## config.mk

```make
export PLATFORM = sky130hd
export DESIGN_NAME = bsp_burst4_ddr_sram_port
export DESIGN_NICKNAME = d
export VERILOG_FILES = /design/src/verilog/bsp_pkg.sv /design/src/verilog/bsp_fifo.sv /design/src/verilog/bsp_burst4_ddr_sram_port.sv
export VERILOG_INCLUDE_DIRS = /design/src /design/src/verilog
export SDC_FILE = /design/constraint.sdc
export NUM_CORES = 1
export LEC_CHECK = 0
export BUFFER_PORTS_ARGS = -buffer_cell sky130_fd_sc_hd__buf_4
export CAP_MARGIN = 10
export CORE_MARGIN = 4
export CORE_UTILIZATION = 50
export DETAILED_ROUTE_END_ITERATION = 10
export GPL_TIMING_DRIVEN = 0
export PLACE_DENSITY = 0.66
export REMOVE_ABC_BUFFERS = 1
export SYNTH_ARGS = -nofsm -noshare
export SYNTH_HDL_FRONTEND = slang
export SYNTH_SLANG_ARGS = --single-unit
```

## constraint.sdc

```tcl
create_clock -name clk_i -period 4 [get_ports clk_i]
set_clock_uncertainty 0.2 [all_clocks]
set_input_delay 0.4 -clock clk_i [delete_from_list [all_inputs] [get_ports clk_i]]
set_output_delay 0.4 -clock clk_i [all_outputs]
set_load 0.005 [all_outputs]
```

## src/verilog/bsp_cfg.svh

```systemverilog
// Constants of the burst-4 double-data-rate memory port model.
// Assumes inclusion by its bare name from the design files.
`ifndef BSP_CFG_SVH
`define BSP_CFG_SVH

// ----------------------------------------------------------------------
// Burst and organisation
// ----------------------------------------------------------------------
`define BSP_BURST_LEN 4
`define BSP_BANK_W 2
`define BSP_DATA_W_DEF 8
`define BSP_STORE_AW_DEF 4

// ----------------------------------------------------------------------
// Read path buffer and reset values
// ----------------------------------------------------------------------
`define BSP_FIFO_DEPTH 16
`define BSP_Q_RST 1'b0
`define BSP_OE_RST 1'b0

`endif

```

## src/verilog/bsp_pkg.sv

```systemverilog
// Types shared by the memory port model.
// Assumes nothing of its surroundings.
package bsp_pkg;

  // --------------------------------------------------------------------
  // Write burst sequencer, Gray coded along the beat order
  // --------------------------------------------------------------------
  typedef enum logic [1:0] {
    BSP_WR_IDLE = 2'h0,
    BSP_WR_B1 = 2'h1,
    BSP_WR_B2 = 2'h3,
    BSP_WR_B3 = 2'h2
  } bsp_wr_state_t;

  // --------------------------------------------------------------------
  // Read burst pusher
  // --------------------------------------------------------------------
  typedef enum logic {
    BSP_RD_IDLE = 1'h0,
    BSP_RD_PUSH = 1'h1
  } bsp_rd_state_t;

endpackage

```

## src/verilog/bsp_fifo.sv

```systemverilog
// Synchronous FIFO with valid and ready on both sides.
// Assumes one clock and an asynchronous active-low reset.
`timescale 1ns/1ps
`default_nettype none
module bsp_fifo #(
  parameter int WIDTH = 8,
  parameter int DEPTH = 16
) (
  input wire logic clk_i,
  input wire logic rst_b_i,
  input wire logic in_valid_i,
  output logic in_ready_o,
  input wire logic [WIDTH-1:0] in_data_i,
  output logic out_valid_o,
  input wire logic out_ready_i,
  output logic [WIDTH-1:0] out_data_o
);
  localparam int PTR_W = $clog2(DEPTH);

  generate
    if (DEPTH < 2 || (1 << PTR_W) != DEPTH || WIDTH < 1) begin : g_bad
      $error("bsp_fifo: DEPTH must be a power of two of at least 2");
    end
  endgenerate

  logic [WIDTH-1:0] buf_q [0:DEPTH-1];
  logic [PTR_W-1:0] wr_ptr_q;
  logic [PTR_W-1:0] rd_ptr_q;
  logic [PTR_W:0] count_q;
  wire logic push;
  wire logic pop;

  assign in_ready_o = (count_q != (PTR_W+1)'(DEPTH));
  assign out_valid_o = (count_q != '0);
  assign out_data_o = buf_q[rd_ptr_q];
  assign push = in_valid_i & in_ready_o;
  assign pop = out_valid_o & out_ready_i;

  always_ff @(posedge clk_i or negedge rst_b_i) begin
    if (!rst_b_i) begin
      wr_ptr_q <= '0;
      rd_ptr_q <= '0;
      count_q <= '0;
    end else begin
      if (push) begin
        wr_ptr_q <= wr_ptr_q + 1'b1;
      end
      if (pop) begin
        rd_ptr_q <= rd_ptr_q + 1'b1;
      end
      if (push && !pop) begin
        count_q <= count_q + 1'b1;
      end else if (pop && !push) begin
        count_q <= count_q - 1'b1;
      end
    end
  end

  // Storage needs no reset; it is read only while count is nonzero
  always_ff @(posedge clk_i) begin
    if (push) begin
      buf_q[wr_ptr_q] <= in_data_i;
    end
  end

endmodule // bsp_fifo
`default_nettype wire

```

## src/verilog/bsp_burst4_ddr_sram_port.sv

```systemverilog
// Memory side of a separate-I/O, burst-4, double-data-rate static memory.
// Assumes all link clocks and pins are slow against clk_i (at least four
// clk_i periods per link half period) and asynchronous to it.
`timescale 1ns/1ps
`default_nettype none
`include "bsp_cfg.svh"

// Behaviour
// - On x8, two active-low nibble selects are sampled on both input clock edges.
// - Low nibble select guards data bits 3..0, high select bits 7..4.
// - Each nibble select is sampled on the same edge as its data word.
// - A deasserted nibble select leaves that stored nibble unchanged.
// - Active-low byte selects, sampled on both input edges, choose lanes written.
// - Lanes with deasserted byte select keep their stored contents.
// - One shared address bus, sampled at positive input clock rise when active.
// - Address is 19 bits for x8 and x9, 18 for x18, 17 for x36.
// - Storage is four equal arrays; one address picks one word in each.
// - Address is ignored on an edge whose owning port is deselected.
// - Read data launched on both output clock rises, or input clocks if single.
// - Read outputs go high impedance at the first positive launch edge that finds no burst word left to launch.
// - Read select, active low at positive input clock rise, starts a read.
// - Pending read finishes, then drivers float after next positive output rise, or positive input rise if single.
// - Each read returns exactly four words in sequential order.
// - Output clock pair times read data launch to deskew board flight time.
// - Inputs captured at positive input clock rise; all accesses start there.
// - Inputs also captured at negative input clock rise; it launches single-mode data.
// - Write select low at positive input rise starts a write; high ignores data.
// - Write data sampled on both input clock rises during valid writes.
module bsp_burst4_ddr_sram_port #(
  parameter int DATA_W = `BSP_DATA_W_DEF,
  parameter int STORE_AW = `BSP_STORE_AW_DEF,
  parameter int FIFO_DEPTH = `BSP_FIFO_DEPTH
) (
  input wire logic clk_i,
  input wire logic rst_b_i,
  input wire logic in_clk_i,
  input wire logic in_clk_n_i,
  input wire logic out_clk_i,
  input wire logic out_clk_n_i,
  input wire logic single_clk_mode_i,
  input wire logic read_port_sel_n_i,
  input wire logic write_port_sel_n_i,
  input wire logic [((DATA_W == 36) ? 17 : (DATA_W == 18) ? 18 : 19)-1:0] addr_i,
  input wire logic [DATA_W-1:0] wdata_i,
  input wire logic nibble_lo_write_sel_n_i,
  input wire logic nibble_hi_write_sel_n_i,
  input wire logic lane0_write_sel_n_i,
  input wire logic lane1_write_sel_n_i,
  input wire logic lane2_write_sel_n_i,
  input wire logic lane3_write_sel_n_i,
  output logic [DATA_W-1:0] rdata_o,
  output logic rdata_oe_o
);

  // --------------------------------------------------------------------
  // Organisation
  // --------------------------------------------------------------------
  function automatic int addr_w_of(input int dw);
    case (dw)
      8: addr_w_of = 19;
      9: addr_w_of = 19;
      18: addr_w_of = 18;
      36: addr_w_of = 17;
      default: addr_w_of = 1;
    endcase
  endfunction

  function automatic int sel_w_of(input int dw);
    case (dw)
      8: sel_w_of = 2;
      9: sel_w_of = 1;
      18: sel_w_of = 2;
      36: sel_w_of = 4;
      default: sel_w_of = 1;
    endcase
  endfunction

  localparam int ADDR_W = addr_w_of(DATA_W);
  localparam int SEL_W = sel_w_of(DATA_W);
  localparam int LANE_W = DATA_W / sel_w_of(DATA_W);
  localparam int BANK_W = `BSP_BANK_W;
  localparam int MEM_N = `BSP_BURST_LEN * (1 << STORE_AW);
  localparam logic [1:0] LAST_BEAT = 2'(`BSP_BURST_LEN - 1);

  generate
    if (DATA_W != 8 && DATA_W != 9 && DATA_W != 18 && DATA_W != 36) begin : g_bad_w
      $error("bsp_burst4_ddr_sram_port: DATA_W must be 8, 9, 18 or 36");
    end
    if (STORE_AW < 1 || STORE_AW > ADDR_W) begin : g_bad_aw
      $error("bsp_burst4_ddr_sram_port: STORE_AW out of range");
    end
    if (FIFO_DEPTH < `BSP_BURST_LEN) begin : g_bad_depth
      $error("bsp_burst4_ddr_sram_port: FIFO_DEPTH below burst length");
    end
  endgenerate

  // --------------------------------------------------------------------
  // Pin synchronisers
  // --------------------------------------------------------------------
  logic [3:0] clk_s1_q;
  logic [3:0] clk_s2_q;
  logic [3:0] clk_prev_q;
  logic [2:0] ctl_s1_q;
  logic [2:0] ctl_s2_q;
  logic [ADDR_W-1:0] addr_s1_q;
  logic [ADDR_W-1:0] addr_s2_q;
  logic [DATA_W-1:0] data_s1_q;
  logic [DATA_W-1:0] data_s2_q;
  logic [5:0] sel_s1_q;
  logic [5:0] sel_s2_q;

  always_ff @(posedge clk_i or negedge rst_b_i) begin
    if (!rst_b_i) begin
      clk_s1_q <= 4'h0;
      clk_s2_q <= 4'h0;
      clk_prev_q <= 4'h0;
      ctl_s1_q <= 3'h3;
      ctl_s2_q <= 3'h3;
      addr_s1_q <= '0;
      addr_s2_q <= '0;
      data_s1_q <= '0;
      data_s2_q <= '0;
      sel_s1_q <= 6'h3F;
      sel_s2_q <= 6'h3F;
    end else begin
      clk_s1_q <= {out_clk_n_i, out_clk_i, in_clk_n_i, in_clk_i};
      clk_s2_q <= clk_s1_q;
      clk_prev_q <= clk_s2_q;
      ctl_s1_q <= {single_clk_mode_i, write_port_sel_n_i, read_port_sel_n_i};
      ctl_s2_q <= ctl_s1_q;
      addr_s1_q <= addr_i;
      addr_s2_q <= addr_s1_q;
      data_s1_q <= wdata_i;
      data_s2_q <= data_s1_q;
      sel_s1_q <= {lane3_write_sel_n_i, lane2_write_sel_n_i, lane1_write_sel_n_i,
                   lane0_write_sel_n_i, nibble_hi_write_sel_n_i, nibble_lo_write_sel_n_i};
      sel_s2_q <= sel_s1_q;
    end
  end

  // --------------------------------------------------------------------
  // Edge detection and decoded strobes
  // --------------------------------------------------------------------
  wire logic [3:0] clk_rise;
  wire logic k_rise;
  wire logic kn_rise;
  wire logic c_rise;
  wire logic cn_rise;
  wire logic rd_sel_n;
  wire logic wr_sel_n;
  wire logic single_mode;
  wire logic [3:0] wsel_n_all;
  wire logic [SEL_W-1:0] wsel_n;

  assign clk_rise = clk_s2_q & ~clk_prev_q;
  assign k_rise = clk_rise[0];
  assign kn_rise = clk_rise[1];
  assign c_rise = clk_rise[2];
  assign cn_rise = clk_rise[3];
  assign rd_sel_n = ctl_s2_q[0];
  assign wr_sel_n = ctl_s2_q[1];
  assign single_mode = ctl_s2_q[2];
  // Nibble selects serve x8; byte selects serve the other widths
  assign wsel_n_all = (DATA_W == 8) ? {2'h3, sel_s2_q[1:0]} : sel_s2_q[5:2];
  assign wsel_n = wsel_n_all[SEL_W-1:0];

  // --------------------------------------------------------------------
  // Storage: four banks, one word of each burst beat per address
  // --------------------------------------------------------------------
  logic [DATA_W-1:0] mem_q [0:MEM_N-1];

  function automatic logic [BANK_W+STORE_AW-1:0] mem_index(input logic [1:0] bank,
                                                           input logic [ADDR_W-1:0] addr);
    mem_index = {bank, addr[STORE_AW-1:0]};
  endfunction

  // --------------------------------------------------------------------
  // Write burst sequencer
  // --------------------------------------------------------------------
  bsp_pkg::bsp_wr_state_t wr_state_q;
  bsp_pkg::bsp_wr_state_t wr_state_d;
  logic [ADDR_W-1:0] wr_addr_q;
  wire logic wr_start;
  wire logic wr_beat;
  wire logic [1:0] wr_bank;
  wire logic [ADDR_W-1:0] wr_addr_use;

  // Write address taken only when the write port is selected
  assign wr_start = (wr_state_q == bsp_pkg::BSP_WR_IDLE) & k_rise & ~wr_sel_n;
  assign wr_beat = wr_start
                 | ((wr_state_q == bsp_pkg::BSP_WR_B1) & kn_rise)
                 | ((wr_state_q == bsp_pkg::BSP_WR_B2) & k_rise)
                 | ((wr_state_q == bsp_pkg::BSP_WR_B3) & kn_rise);
  assign wr_bank = (wr_state_q == bsp_pkg::BSP_WR_B1) ? 2'h1 :
                   (wr_state_q == bsp_pkg::BSP_WR_B2) ? 2'h2 :
                   (wr_state_q == bsp_pkg::BSP_WR_B3) ? 2'h3 : 2'h0;
  assign wr_addr_use = (wr_state_q == bsp_pkg::BSP_WR_IDLE) ? addr_s2_q : wr_addr_q;

  always_comb begin
    wr_state_d = wr_state_q;
    case (wr_state_q)
      bsp_pkg::BSP_WR_IDLE: begin
        if (wr_start) begin
          wr_state_d = bsp_pkg::BSP_WR_B1;
        end
      end
      bsp_pkg::BSP_WR_B1: begin
        if (kn_rise) begin
          wr_state_d = bsp_pkg::BSP_WR_B2;
        end
      end
      bsp_pkg::BSP_WR_B2: begin
        if (k_rise) begin
          wr_state_d = bsp_pkg::BSP_WR_B3;
        end
      end
      bsp_pkg::BSP_WR_B3: begin
        if (kn_rise) begin
          wr_state_d = bsp_pkg::BSP_WR_IDLE;
        end
      end
      default: begin
        wr_state_d = bsp_pkg::BSP_WR_IDLE;
      end
    endcase
  end

  always_ff @(posedge clk_i or negedge rst_b_i) begin
    if (!rst_b_i) begin
      wr_state_q <= bsp_pkg::BSP_WR_IDLE;
      wr_addr_q <= '0;
    end else begin
      wr_state_q <= wr_state_d;
      if (wr_start) begin
        wr_addr_q <= addr_s2_q;
      end
    end
  end

  // Per-lane write; data and selects come from the same sampled edge
  always_ff @(posedge clk_i) begin
    if (wr_beat) begin
      for (int l = 0; l < SEL_W; l++) begin
        if (!wsel_n[l]) begin
          mem_q[mem_index(wr_bank, wr_addr_use)][l*LANE_W +: LANE_W] <= data_s2_q[l*LANE_W +: LANE_W];
        end
      end
    end
  end

  // --------------------------------------------------------------------
  // Read burst pusher
  // --------------------------------------------------------------------
  bsp_pkg::bsp_rd_state_t rd_state_q;
  logic [ADDR_W-1:0] rd_addr_q;
  logic [1:0] rd_beat_q;
  wire logic rd_start;
  wire logic fifo_in_ready;
  wire logic rd_push;
  wire logic [DATA_W-1:0] rd_word;

  assign rd_start = (rd_state_q == bsp_pkg::BSP_RD_IDLE) & k_rise & ~rd_sel_n;
  assign rd_push = (rd_state_q == bsp_pkg::BSP_RD_PUSH) & fifo_in_ready;
  assign rd_word = mem_q[mem_index(rd_beat_q, rd_addr_q)];

  always_ff @(posedge clk_i or negedge rst_b_i) begin
    if (!rst_b_i) begin
      rd_state_q <= bsp_pkg::BSP_RD_IDLE;
      rd_addr_q <= '0;
      rd_beat_q <= 2'h0;
    end else begin
      case (rd_state_q)
        bsp_pkg::BSP_RD_IDLE: begin
          if (rd_start) begin
            rd_state_q <= bsp_pkg::BSP_RD_PUSH;
            rd_addr_q <= addr_s2_q;
            rd_beat_q <= 2'h0;
          end
        end
        bsp_pkg::BSP_RD_PUSH: begin
          if (rd_push) begin
            rd_beat_q <= rd_beat_q + 2'h1;
            if (rd_beat_q == LAST_BEAT) begin
              rd_state_q <= bsp_pkg::BSP_RD_IDLE;
            end
          end
        end
        default: begin
          rd_state_q <= bsp_pkg::BSP_RD_IDLE;
        end
      endcase
    end
  end

  // --------------------------------------------------------------------
  // Read data buffer
  // --------------------------------------------------------------------
  wire logic fifo_out_valid;
  wire logic [DATA_W-1:0] fifo_out_data;
  wire logic launch_pos;
  wire logic launch_neg;
  wire logic launch;

  // Output pair times the launch; input pair in single-clock mode
  assign launch_pos = single_mode ? k_rise : c_rise;
  assign launch_neg = single_mode ? kn_rise : cn_rise;
  assign launch = launch_pos | launch_neg;

  bsp_fifo #(
    .WIDTH(DATA_W),
    .DEPTH(FIFO_DEPTH)
  ) u_rd_fifo (
    .clk_i(clk_i),
    .rst_b_i(rst_b_i),
    .in_valid_i(rd_state_q == bsp_pkg::BSP_RD_PUSH),
    .in_ready_o(fifo_in_ready),
    .in_data_i(rd_word),
    .out_valid_o(fifo_out_valid),
    .out_ready_i(launch),
    .out_data_o(fifo_out_data)
  );

  // --------------------------------------------------------------------
  // Output drivers
  // --------------------------------------------------------------------
  logic [DATA_W-1:0] rdata_q;
  logic rdata_oe_q;

  always_ff @(posedge clk_i or negedge rst_b_i) begin
    if (!rst_b_i) begin
      rdata_q <= {DATA_W{`BSP_Q_RST}};
      rdata_oe_q <= `BSP_OE_RST;
    end else if (launch && fifo_out_valid) begin
      rdata_q <= fifo_out_data;
      rdata_oe_q <= 1'b1;
    end else if (launch_pos) begin
      rdata_oe_q <= 1'b0;
    end
  end

  assign rdata_o = rdata_q;
  assign rdata_oe_o = rdata_oe_q;

endmodule // bsp_burst4_ddr_sram_port
`default_nettype wire

```

==> impl_metrics.yaml <==
drt:
  wl_per_cell_um: 25.74
  wirelength_um: 58650
  ant_nets: 0
  vias: 13540
  drtIter0Drc: 1466
  via_per_inst: 5.942
  drcViolationCount: 0
  drt-pass1-iter-count: 5
clock_network:
  cts_made_buffers: 71
  clkTransAtPathRegs_ns: 0.06
  cts_root_buf: "clkbuf_16"
  cts_buffer_depth: 3
  cts_max_level: 3
  cts_setup_buffers: 0
  clock-sinks: 721
  clock_latency_ns: 0.61
  cts_tree: "done"
die:
  die_height_um: 245.0
  die-area_mm2: 0.06004
  fp.dieW_um: 245.0
  initial_utilization_pct: 50.79
  rows: 86
  io-pin-count: 51
  core_mm2: 0.05531
global_route:
  grt_pass1_vias: 14110
  grt_use_total_pct: 19.98
  grt_overflow: 0
  antenna_found_initial: 0
  grt_max_degree: 82
  grt_pass1_wl_um: 89830
worst_setup_path:
  r2r_slack_ns: 0.31
  critPathTopFamily: "simple AND/OR/NAND/NOR gates"
  slowest_delay_ns: 0.87
  arrival_ns: 3.68
  crit_path_top_delay_cell: "nor2b_1"
  cp_max_fo: 58
  crit_buf_inv: 1
  worstPathRequired_ns: 3.99
  rr_worst_depth: 6
  start_kind: "flip-flop"
  crit_chain: "buf_16 -> nor2b_1 -> a22oi_1 -> nand3_1 -> nand4_1 -> o2bb2ai_1"
  worst_setup_path_end_kind: "flip-flop"
  r2r_start: "rd_addr_q[1]"
  critPathKind: "flip-flop to flip-flop"
  r2r_end: "u_rd_fifo.buf_q[1][4]"
sta:
  timing.fmax_ghz: 0.2711
  slew_headroom_pct: 15.01
  drv_slew: 0
  setup_viol_count_final: 0
  rsz0062_at_grt: "false"
  hold_viol: 0
  whs_ns: 0.1497
  period_share_pct: 92.21
  min_period_ns: 3.688
  max_slew.worst_pin.slew_ns: 1.272
placed_design:
  portBuffers: 31
  dp_hpwl_um: 35870
  place_congestion: 0.7841
  place_area_mm2: 0.02934
synth:
  seq_area_frac_synth_pct: 75.66
  syn_area_mm2: 0.02809
  synthCells: 1402
  ys_seq_elements: 721
  synth_edf_count: 640
  synth_cell_types: 49
  yosysWarnings: 0
  synthArstFlopShare_pct: 11.23
  synth_ff_type: "edfxtp_1"
  syn_avg_cell_area_um2: 20.04
min_path:
  min_from: "clk_s1_q[2]"
  min_to: "clk_s2_q[2]"
  hold_path_depth: 0
  hp-class: "flip-flop to flip-flop"
job:
  cap_violations: 0
final_layout:
  final_nets: 1532
  post-route-util_pct: 57.55
  final_layout_size_suffix_gt1_share_pct: 23.79
  fin_area_mm2: 0.03183
  synthToLayoutAreaGrowth_pct: 13.30
  diodes: 0
pwr:
  p_per_area_mw_per_mm2: 698.8
  power_mw: 22.24
  peakVddDrop_uv: 510.8
  p_leak_nw: 10.30
run_status:
  status: "finished, final reports clean"
-- power breakdown --
part           switching (mW)  internal [mW]
Sequential              0.752           9.11
Combinational            3.18           2.73
Clock                    2.73           3.74
-- cells in the mapped netlist (all sizes together) (6+ instances only) --
| master | instances | area share [%] |
|---|---|---|
| nand2 | 33 | 0.44 |
| nor2 | 165 | 2.2 |
| ha | 11 | 0.49 |
| o31ai | 8 | 0.21 |
| dfrtp | 73 | 6.5 |
| edfxtp | 640 | 68 |
| a221oi | 6 | 0.19 |
| a211oi | 6 | 0.16 |
| buf | 48 | 1.1 |
| o21ai | 31 | 0.55 |
| clkbuf | 25 | 0.33 |
| o22ai | 6 | 0.13 |
| nand4 | 6 | 0.13 |
| nand2b | 9 | 0.20 |
| nor3 | 12 | 0.25 |
| mux4 | 166 | 14 |
| inv | 8 | 0.11 |
| nand3 | 13 | 0.23 |
| dfstp | 8 | 0.75 |
| xnor2 | 7 | 0.22 |
| mux2 | 23 | 0.99 |
| nand3b | 9 | 0.24 |
| nor2b | 6 | 0.13 |
| mux2i | 39 | 1.4 |
| a21oi | 14 | 0.25 |
-- registers in the layout, indices dropped and copies added (netlist names), 4 cells and up --
name,count
rdata_o,8
rd_addr_q,4
addr_s2_q,4
wr_addr_q,4
u_rd_fifo.wr_ptr_q,4
data_s1_q,8
u_rd_fifo.count_q,5
clk_s1_q,4
data_s2_q,8
mem_q,512
u_rd_fifo.rd_ptr_q,4
clk_s2_q,4
clk_prev_q,4
addr_s1_q,4
u_rd_fifo.buf_q,128
-- layout by cell type, fill, tap and decap left out, types with 14 or more instances in the layout --
cell           netlist  routed
clkbuf_16            0      74
nand2_1             33      33
a21oi_1             14      14
dlygate4sd3_1        0      22
o21ai_0             31      31
nor2_1             165     164
clkbuf_1            25      15
dfrtp_1             73      59
mux2_2              18      18
mux4_2             150     150
buf_4                8      36
mux4_1              16      16
edfxtp_1           640     640
mux2i_1             39      39
-- layer usage --
layer | track usage [%] | wire, um
met2 | 32.42 | 29060
met5 | 0 | 0
met4 | 4.967 | 1177
met1 | 28.41 | 24740
met3 | 3.933 | 3667
-- kinds of logic after synthesis --
logic type,count (synthesis),share of synthesized area [%]
AO/OA/AOI/OAI,87,1.982
XOR/XNOR,10,0.3118
buffers and inverters,81,1.492
AND/OR/NAND/NOR,263,4.093
flip-flops,721,75.66
multiplexers,228,15.90
adder cells (fa/ha/maj),12,0.5612
-- repair_timing --
action                                  in CTS  in global routing
endpoints found under the setup margin       0                 82
endpoints found under the hold margin       94                  0
resized for setup                            0                  1
hold buffers                                22                  0
-- worst max-delay path by stage --
stage,depth (start not counted),startpoint,endpoint,slack (ns)
floorplan,4,rd_addr_q[0],u_rd_fifo.buf_q[0][0],-2.07
finish,6,rd_addr_q[1],u_rd_fifo.buf_q[1][4],0.31
global placement,4,rd_addr_q[0],u_rd_fifo.buf_q[2][1],-4.90
detailed placement,4,wr_state_q[0],mem_q[11][0],0.08
CTS,5,wr_state_q[0],mem_q[57][4],0.07
global route,6,rd_addr_q[1],u_rd_fifo.buf_q[1][4],0.14
-- stage by stage --
stage / cells / setup TNS [ns] / worst slack (ns)
3_5_place_dp: 2129 / 0 / 0.08095
5_1_grt: 2278 / 0 / 0.1391
2_1_floorplan: 1329 / -251.11 / -2.066
6_report: 2278 / 0 / 0.3117
3_3_place_gp: 2108 / -599.74 / -4.898
4_1_cts: 2276 / 0 / 0.06508
-- cell type report --
class                      count  area (um2)
fill                        4069       23480
sequential                   721       21280
multi-input combinational    600        6466
clock buffer                  94        1977
tap                          748       935.9
timing repair buffer          76       872.1
clock inverter                31       267.8
inverter                       8       30.03
No activity file was read; power rests on OpenSTA's default activity.
